File: src/verilog/pfb_pkg.sv
// constants and types for the program flow trace buffer
package pfb_pkg;

  // storage depth and count field
  localparam int          DEPTH_DEF = 16;
  localparam int          CNT_W     = 5;

  // register byte addresses
  localparam logic [31:0] ADDR_CONTROL   = 32'hffe06000;
  localparam logic [31:0] ADDR_STATUS    = 32'hffe06004;
  localparam logic [31:0] ADDR_READ_PORT = 32'hffe06008;

  // trace_control fields
  localparam int          CTL_W        = 5;
  localparam int          CTL_POWER    = 0;
  localparam int          CTL_ENABLE   = 1;
  localparam int          CTL_OVF      = 2;
  localparam int          CTL_COMP_LO  = 3;
  localparam int          CTL_COMP_HI  = 4;
  localparam logic [4:0]  CTL_RESET    = 5'h00;

  // trace_status field
  localparam int          STAT_CNT_HI  = 4;

  // compression modes
  localparam logic [1:0]  COMP_NONE    = 2'h0;
  localparam logic [1:0]  COMP_SINGLE  = 2'h1;
  localparam logic [1:0]  COMP_TWO     = 2'h2;

  // discontinuity report from the program sequencer
  typedef struct packed {
    logic        valid;
    logic        hwLoop;
    logic        excLevel;
    logic        emuMode;
    logic [31:0] source;
    logic [31:0] target;
  } pfb_flow_type;

  // one stored discontinuity
  typedef struct packed {
    logic [31:0] source;
    logic [31:0] target;
    logic        singleSeen;
    logic        twoSeen;
  } pfb_entry_type;

  // bus slave phase
  typedef enum logic {
    BUS_IDLE = 1'b0,
    BUS_DATA = 1'b1
  } pfb_bus_type;

endpackage

File: src/verilog/pfb_trace_buffer.sv
// program flow trace buffer with an AHB-Lite register slave
// Notes on behaviour
// - keep the newest sixteen flow discontinuities
// - each entry holds source and target
// - hardware loop flow changes never stored
// - compression drops repeats of newest entries
// - read port gives target, then source
// - count drops after every second read
// - status bits four to zero hold count
// - single compression sets target bit zero
// - two-level compression sets source bit zero
// - record only when powered and enabled
// - overflow raises exception only when enabled
// - overflow mode skips exception level handlers
// - nothing recorded in emulator mode
`timescale 1ns/1ps

module pfb_trace_buffer #(
  parameter int DEPTH = pfb_pkg::DEPTH_DEF
) (
  input  wire logic                 ref_clk,
  input  wire logic                 rst_n,
  input  wire logic                 hsel,
  input  wire logic [31:0]          haddr,
  input  wire logic [1:0]           htrans,
  input  wire logic                 hwrite,
  input  wire logic [2:0]           hsize,
  input  wire logic [31:0]          hwdata,
  input  wire logic                 hready,
  output logic      [31:0]          hrdata,
  output logic                      hreadyout,
  output logic                      hresp,
  input  wire pfb_pkg::pfb_flow_type flowIn,
  output logic                      overflowExc
);

  // the count field is five bits wide, so it cannot name more than 31 entries
  if (DEPTH < 2 || DEPTH >= (1 << pfb_pkg::CNT_W))
  begin : g_bad_depth
    $error("DEPTH must lie between 2 and 31");
  end

  localparam logic [pfb_pkg::CNT_W-1:0] FULL = (pfb_pkg::CNT_W)'(DEPTH);

  function automatic logic sameFlow(input pfb_pkg::pfb_entry_type e,
                                    input pfb_pkg::pfb_flow_type f);
    sameFlow = (e.source == f.source) && (e.target == f.target);
  endfunction

  function automatic logic [31:0] zeroExtCount(input logic [pfb_pkg::CNT_W-1:0] c);
    zeroExtCount = {{(32 - pfb_pkg::CNT_W){1'b0}}, c};
  endfunction

  pfb_pkg::pfb_bus_type             busState_q;
  pfb_pkg::pfb_bus_type             busState_d;
  logic [31:0]                      addr_q;
  logic                             write_q;
  logic                             readyOut_q;
  logic [31:0]                      hrdata_q;
  logic [pfb_pkg::CTL_W-1:0]        control_q;
  logic [pfb_pkg::CNT_W-1:0]        count_q;
  logic [pfb_pkg::CNT_W-1:0]        count_d;
  logic                             half_q;
  logic                             pendSingle_q;
  logic                             pendTwo_q;
  logic                             exc_q;
  pfb_pkg::pfb_entry_type           entries [DEPTH];

  // bus decode
  wire addrPhase = hsel & htrans[1] & hready;
  wire inData    = (busState_q == pfb_pkg::BUS_DATA);
  wire notEmpty  = (count_q != '0);
  wire rdPort    = inData & ~write_q & (addr_q == pfb_pkg::ADDR_READ_PORT) & notEmpty;
  wire ctlWr     = inData & write_q & (addr_q == pfb_pkg::ADDR_CONTROL);
  wire popNow    = rdPort & half_q;

  // control fields
  wire       powerOn  = control_q[pfb_pkg::CTL_POWER];
  wire       recordEn = control_q[pfb_pkg::CTL_ENABLE];
  wire       ovfExcEn = control_q[pfb_pkg::CTL_OVF];
  wire [1:0] compMode = control_q[pfb_pkg::CTL_COMP_HI:pfb_pkg::CTL_COMP_LO];

  // recording gate; a pop in the same cycle wins so no read is lost
  wire allowed = flowIn.valid & powerOn & recordEn
               & ~flowIn.hwLoop
               & ~flowIn.emuMode
               & ~(ovfExcEn & flowIn.excLevel)
               & ~popNow;

  // compression compares only against valid entries
  wire hit0       = notEmpty & sameFlow(entries[0], flowIn);
  wire hit1       = (count_q > 5'h01) & sameFlow(entries[1], flowIn);
  wire compOn     = (compMode == pfb_pkg::COMP_SINGLE) | (compMode == pfb_pkg::COMP_TWO);
  wire dropSingle = allowed & compOn & hit0;
  wire dropTwo    = allowed & (compMode == pfb_pkg::COMP_TWO) & ~hit0 & hit1;
  wire push       = allowed & ~dropSingle & ~dropTwo;
  wire full       = (count_q == FULL);

  // new entry carries the markers of compression seen since last store
  pfb_pkg::pfb_entry_type newEntry;
  assign newEntry.source     = flowIn.source;
  assign newEntry.target     = flowIn.target;
  assign newEntry.singleSeen = pendSingle_q | dropSingle;
  assign newEntry.twoSeen    = pendTwo_q | dropTwo;

  // read port word: target first, then source, markers in bit zero
  wire [31:0] tgtWord  = {entries[0].target[31:1],
                          entries[0].target[0] | entries[0].singleSeen};
  wire [31:0] srcWord  = {entries[0].source[31:1],
                          entries[0].source[0] | entries[0].twoSeen};
  wire [31:0] portWord = !notEmpty ? 32'h00000000 : (half_q ? srcWord : tgtWord);

  wire [31:0] ctlWord  = {{(32 - pfb_pkg::CTL_W){1'b0}}, control_q};
  wire [31:0] statWord = zeroExtCount(count_q);
  wire [31:0] readMux  = (addr_q == pfb_pkg::ADDR_CONTROL)   ? ctlWord  :
                         (addr_q == pfb_pkg::ADDR_STATUS)    ? statWord :
                         (addr_q == pfb_pkg::ADDR_READ_PORT) ? portWord :
                         32'h00000000;

  // count: full without exception keeps its maximum as the oldest is lost
  always_comb
  begin
    count_d = count_q;
    if (push && !full)
      count_d = count_q + 5'h01;
    else if (popNow)
      count_d = count_q - 5'h01;
  end

  // a new address phase may follow a data phase directly when another slave drives hready
  always_comb
  begin
    case (busState_q)
      pfb_pkg::BUS_IDLE:
        busState_d = addrPhase ? pfb_pkg::BUS_DATA : pfb_pkg::BUS_IDLE;
      pfb_pkg::BUS_DATA:
        busState_d = addrPhase ? pfb_pkg::BUS_DATA : pfb_pkg::BUS_IDLE;
      default:
        busState_d = pfb_pkg::BUS_IDLE;
    endcase
  end

  // bus slave: every transfer takes one wait state so hrdata comes from a flop
  always_ff @(posedge ref_clk or negedge rst_n)
  begin
    if (!rst_n)
    begin
      busState_q <= pfb_pkg::BUS_IDLE;
      addr_q     <= 32'h00000000;
      write_q    <= 1'b0;
      readyOut_q <= 1'b1;
    end
    else
    begin
      busState_q <= busState_d;
      readyOut_q <= ~addrPhase;
      if (addrPhase)
      begin
        addr_q  <= haddr;
        write_q <= hwrite;
      end
    end
  end

  always_ff @(posedge ref_clk or negedge rst_n)
  begin
    if (!rst_n)
      hrdata_q <= 32'h00000000;
    else if (inData && !write_q)
      hrdata_q <= readMux;
  end

  always_ff @(posedge ref_clk or negedge rst_n)
  begin
    if (!rst_n)
      control_q <= pfb_pkg::CTL_RESET;
    else if (ctlWr)
      control_q <= hwdata[pfb_pkg::CTL_W-1:0];
  end

  // trace state
  always_ff @(posedge ref_clk or negedge rst_n)
  begin
    if (!rst_n)
    begin
      count_q      <= 5'h00;
      half_q       <= 1'b0;
      pendSingle_q <= 1'b0;
      pendTwo_q    <= 1'b0;
      exc_q        <= 1'b0;
    end
    else
    begin
      count_q      <= count_d;
      half_q       <= half_q ^ rdPort;
      pendSingle_q <= dropSingle | (pendSingle_q & ~push);
      pendTwo_q    <= dropTwo | (pendTwo_q & ~push);
      exc_q        <= push & full & ovfExcEn;
    end
  end

  // newest entry sits at index zero; no reset since count marks validity
  always_ff @(posedge ref_clk)
  begin
    if (push)
    begin
      for (int i = DEPTH - 1; i > 0; i--)
        entries[i] <= entries[i-1];
      entries[0] <= newEntry;
    end
    else if (popNow)
    begin
      for (int i = 0; i < DEPTH - 1; i++)
        entries[i] <= entries[i+1];
    end
  end

  assign hrdata      = hrdata_q;
  assign hreadyout   = readyOut_q;
  assign hresp       = 1'b0;
  assign overflowExc = exc_q;
endmodule

File: config.mk
export PLATFORM = sky130hd
export DESIGN_NAME = pfb_trace_buffer
export DESIGN_NICKNAME = d
export VERILOG_FILES = /design/src/verilog/pfb_pkg.sv /design/src/verilog/pfb_trace_buffer.sv
export SDC_FILE = /design/constraint.sdc
export NUM_CORES = 2
export LEC_CHECK = 0
export ABC_AREA = 1
export BUFFER_PORTS_ARGS = -buffer_cell sky130_fd_sc_hd__buf_2
export CAP_MARGIN = 20
export CORE_MARGIN = 2
export CORE_UTILIZATION = 35
export DETAILED_ROUTE_END_ITERATION = 16
export MAX_ROUTING_LAYER = met4
export PLACE_DENSITY = 0.55
export RECOVER_POWER = 25
export SETUP_SLACK_MARGIN = 0.3
export SYNTH_ARGS = -nofsm -noshare
export SYNTH_HDL_FRONTEND = slang
export SYNTH_SLANG_ARGS = --single-unit
File: constraint.sdc
create_clock -name ref_clk -period 64.5 [get_ports ref_clk]
set_input_delay 12.9 -clock ref_clk [delete_from_list [all_inputs] [get_ports ref_clk]]
set_output_delay 12.9 -clock ref_clk [all_outputs]
set_load 0.01 [all_outputs]
After elaboration in Yosys (flattened, before gate mapping)
Memory sizes are Yosys's and may differ from the RTL's.
Cells that the tools add are included.
Word-level totals
  register bits: 81
  bits in writable memories: 1056
  input port bits: 142
  output and inout port bits: 35
  logic and storage cells: 122
  memories: 1
Memories
  entries: words 16, bits a word 66, read ports 16, clocked after memory_dff 0, wr ports 16, RTL line pfb_trace_buffer.sv:67  | pfb_pkg::pfb_entry_type entries [DEPTH];
Cells by class
  $add $sub $neg: 2
  magnitude comparators: 1
  equal/unequal tests: 10
  multiplexer cells: 28
  bitwise gates (word level): 61
  reduce and logical (&&, ||, !) cells: 8
Operator list (number)
  $mux 66: 15
  $mux 32: 5
  $eq 32x32->1: 4
  $eq 32x32->1 const B: 3
  $and 1x1->1: 28
  $or 1x1->1: 22
  $mux 5: 2
  $not 1->1: 10
  $mux 1: 6
  $add 5x1->5 const B: 1
  $eq 5x5->1 const B: 1
  $gt 5x1->1 const B: 1
  $reduce_bool 5->1: 1
  $sub 5x1->5 const B: 1
  $logic_and 1x1->1: 4
  $eq 2x1->1 const B: 1
  $eq 2x2->1 const B: 1
  $logic_not 1->1: 2
  $reduce_bool 2->1: 1
  $xor 1x1->1: 1

Logic depth before layout (Yosys ltp)
  depth after elaboration: 15
  gate-level depth with buffers: 27
  gate-level depth less buffers: 25

Worst setup path before layout
OpenSTA, ideal clock, no wires.
  kind: input to register
  start point: input flowIn[41] in the netlist's numbering
  end point: memory entries[0][0] in the netlist's numbering, enable pin
  library setup time: 6805 ps
  arrival time: 30100 ps
  data required time: 57695 ps
  slack: 27595 ps
  cell stages on the path: 15
  buffers on the path: 2
  path through: inv_1 > nand2_1 > inv_1 > nor3_1 > nand2_1 > nor2_1 > nand2_1 > nor2_1 > nand3_1 > nor2_2 > nor2_8 > inv_6 > buf_6 > buf_4 > nand2_1
RTL lines
  start, declared: RTL line pfb_trace_buffer.sv:33  | input wire pfb_pkg::pfb_flow_type flowIn,
  end, declared: RTL line pfb_trace_buffer.sv:67

==> metrics.md <==
| Metric | Value |
|---|---|
| Outcome | `finished, violations left` |
| Violated checks | `capacitance limit, slew limit` |
| Synthesized flop and latch total | `between 1k and 1.5k` |
| DR WL/cell | `between 15 and 20 um` |
| HP Class | `reg2reg` |
| Post-Synth Adder-Cell Area | `0.001461` |
| Crit path cell chain | `inv_1, ha_1, nand3_1, nand3_1, nor4_1, nand2_1, inv_1, ha_1, clkinvlp_2, clkbuf_1, clkbuf_1, clkbuf_1, o21ai_0` |
| YS warnings | `0` |
| Max-cap violations | `15` |
| Setup Crit Path Kind | `reg2reg` |
| Worst Reg-to-Reg Cells | `13` |
| Clock root buffer | `clkbuf_16` |
| Die W | `approximately 390 um` |
| RSZ-0062 raised after global routing | `no` |
| Initial Utilization | `0.3527` |
| Dominant synthesized flop cell | `edfxtp_1` |
| Synth cell count leaders | `nand2_1 (1805), edfxtp_1 (1056), inv_1 (586)` |
| Post-synthesis sequential area ratio | `0.6564` |
| Hold Path Depth | `0` |
| Fin worst setup slack | `45360 ps` |
| Post-Synth XOR/XNOR Area | `0.004601` |
| Register-to-Register Setup Slack | `about 45000 ps` |
| Mapped Area | `~51000 sq um` |
| VDD IR max | `roughly 0.000023 V` |
| Dpl ws | `approximately 45000 ps` |
| Critical path origin | `count_q[0]$_DFFE_PN0P_` |
| Mux share of post-synthesis cell area | `0.001485` |
| Leakage | `between 20 and 25 nW` |
| Post_cts resized | `0` |
| Crit share post-route | `0.2967` |
| Layout cells sized above 1 | `0.1240` |
| Vias per Instance | `around 4.7` |
| Clk slew on worst S/H paths | `approximately 60 ps` |
| Pins Over Slew Limit | `about 1.6k` |
| Worst Tran Pin Value | `9590 ps` |
| Syn Inst Count | `between 4k and 5k` |
| Worst hold margin | `439.7 ps` |
| CP Launch Type | `register` |
| Setup violators final | `0` |
| Worst path most repeated cell | `clkbuf_1` |
| Synth-to-layout area growth | `11.22%` |
| Cell Count Post-Placement | `6689` |
| Simple-gate share of the synthesized area | `0.1505` |
| Post-CTS setup buffers | `0` |
| Synth Net Count | `4985` |
| CORE AREA | `145700 sq um` |
| Post-synth top area share | `0.6170` |
| Final Core Density | `0.3922` |
| Total CTS buffers | `115` |
| TritonCTS clock tree | `done` |
| Antenna-violating nets left | `0` |
| GRT Overall Usage | `0.1503` |
| Top post-synthesis cells by area | `edfxtp_1 (62%), nand2_1 (13%), o22ai_2 (4.9%)` |
| WP data arrival | `about 19000 ps` |
| CP required | `64770 ps` |
| Crit path max fanout | `193` |
| Final-report hold violation count | `0` |
| H-tree levels | `3` |
| Hold_buf cts | `0` |
| Post-Route WL | `around 110000 um` |
| Boundary Pins | `177` |
| Hpwl dp | `about 68000 um` |
| Largest net degree at the start of global routing | `213` |
| Die Area | `approximately 150000 sq um` |
| R2R Path Start | `count_q[0]$_DFFE_PN0P_` |
| Worst skew pair latency | `around 710 ps` |
| Worst path max stage delay | `between 6000 and 7000 ps` |
| Fin Clk Skew | `approximately 30 ps` |
| Worst setup path endpoint | `entries[0][509]$_DFFE_PP_` |
| Mean Syn Cell Area | `~11 sq um` |
| Fin crit period | `between 15000 and 20000 ps` |
| Top-count cell post-synth | `nand2_1` |
| Synth async-reset ratio | `0.07124` |
| Initial antenna violation count | `27` |
| Die Y | `387.2 um` |
| DRT iter0 DRCs | `~3.3k` |
| # DRC | `0` |
| Max Root-Sink Buffers | `3` |
| Vias in the first global route | `between 30k and 40k` |
| PwrDens | `~26 nW/um^2` |
| Yosys top cell by area | `edfxtp_1` |
| Gpl congestion | `between 0.8 and 0.9` |
| Unique masters post-synth | `40` |
| PortBufs | `about 140` |
| Complex-gate fraction of the synthesized area | `0.1169` |
| Post-synth EDFFs | `1056` |
| Layout Nets | `5040` |
| Largest family of logic cells by synthesized area | `simple AND/OR/NAND/NOR gates` |
| RR Endpoint | `entries[0][509]$_DFFE_PP_` |
| Site row count | `140` |
| Non-Filler Instances | `6921` |
| Critical Path Slowest Stage Cell | `clkbuf_1` |
| Total grt overflow | `0` |
| Rel. slew slack | `-5.393` |
| Achievable clock frequency | `~52 MHz` |
| Global-route wire length before repair | `between 150000 and 200000 um` |
| DR vias | `~33k` |
| Clock sinks | `~1.1k` |
| Post-Route Setup TNS | `0 ps` |
| TritonRoute pass-1 iters | `5` |
| Element type at the critical path end | `register` |
[registers in the layout, indices dropped and copies added (netlist names)]
name / flops
count_q: 5
busState_q: 1
overflowExc: 1
pendTwo_q: 1
hrdata: 32
half_q: 1
addr_q: 32
pendSingle_q: 1
hreadyout: 1
control_q: 5
entries: 1056
write_q: 1
[layout make-up]
class                   instances  area, sq um
diodes                         19        47.55
repair buffers                178        973.4
multi-input cells            2865        14130
clock buffers                 157         3139
well taps                    1917         2399
inverters                     595         2261
fillers                     14250        88580
clock inverters                53        471.7
flip-flops and latches       1137        33740
[cells in the final DEF, fill, tap and decap left out, drive strengths merged, types with 2 or more instances in the layout]
cell type  synthesis  layout
a21oi             12      12
a22o               7       7
buf               69     150
bufinv             0       8
clkbuf           171     185
clkinv             1      42
clkinvlp           0       2
dfrtp             80      80
diode              0      19
edfxtp          1056    1056
ha                 6       6
inv              594     596
mux2               5       5
mux2i              2       2
nand2           1806    1806
nand3             30      30
nand4             26      26
nor2             135     135
nor3              11      11
nor4               3       3
o2111ai            4       4
o21ai            558     558
o22ai            229     229
xnor2             13      13
xor2              14      14
[stage by stage]
step | power, mW | area [sq um]
4_1_cts | 1.525 | 57200
2_1_floorplan | 0.8638 | 51400
5_1_grt | 1.559 | 57140
6_report | 1.506 | 57160
3_3_place_gp | 0.8684 | 53590
3_5_place_dp | 0.8692 | 53590
[cell families after synthesis]
| logic type | count (synthesis) |
|---|---|
| XOR/XNOR | 27 |
| AND/OR/NAND/NOR | 2014 |
| flip-flops | 1137 |
| buffers and inverters | 835 |
| adder cells (fa/ha/maj) | 6 |
| multiplexers | 7 |
| other | 1 |
| AO/OA/AOI/OAI | 810 |
[power by group]
part	internal (mW)	switching (mW)
combinational	0.0127	0.0251
sequential	0.809	0.00632
clock	0.370	0.282
total	1.19	0.314
[critical path, delay by kind of cell, from the launching register on]
kind | cells | cell delay, ps
AOI/OAI and AO/OA | 1 | 530
adders and majority gates | 2 | 920
buffers and inverters | 6 | 15200
DFF | 1 | 460
and+or+nand+nor | 4 | 1050
[worst min path at each step]
stage                                   start                    endpoint  slack [ps]
detailed placement  entries[0][943]$_DFFE_PP_  entries[0][1009]$_DFFE_PP_         430
finish              entries[0][979]$_DFFE_PP_  entries[0][1045]$_DFFE_PP_         440
CTS                 entries[0][979]$_DFFE_PP_  entries[0][1045]$_DFFE_PP_         440
global route        entries[0][979]$_DFFE_PP_  entries[0][1045]$_DFFE_PP_         450
global placement    entries[0][924]$_DFFE_PP_   entries[0][990]$_DFFE_PP_         430
floorplan           entries[0][934]$_DFFE_PP_  entries[0][1000]$_DFFE_PP_         430
[layer usage]
metal / track usage / share of wire / vias up / routed length [um]
met5: - / 0 / - / 0
met4: 0.04993 / 0.028 / 0 / 3151
met3: 0.02118 / 0.049 / 177 / 5477
met2: 0.2228 / 0.44 / 684 / 49230
met1: 0.2118 / 0.48 / 15500 / 53520
li1: - / - / 16230 / -
No activity file was read; power rests on OpenSTA's default activity.
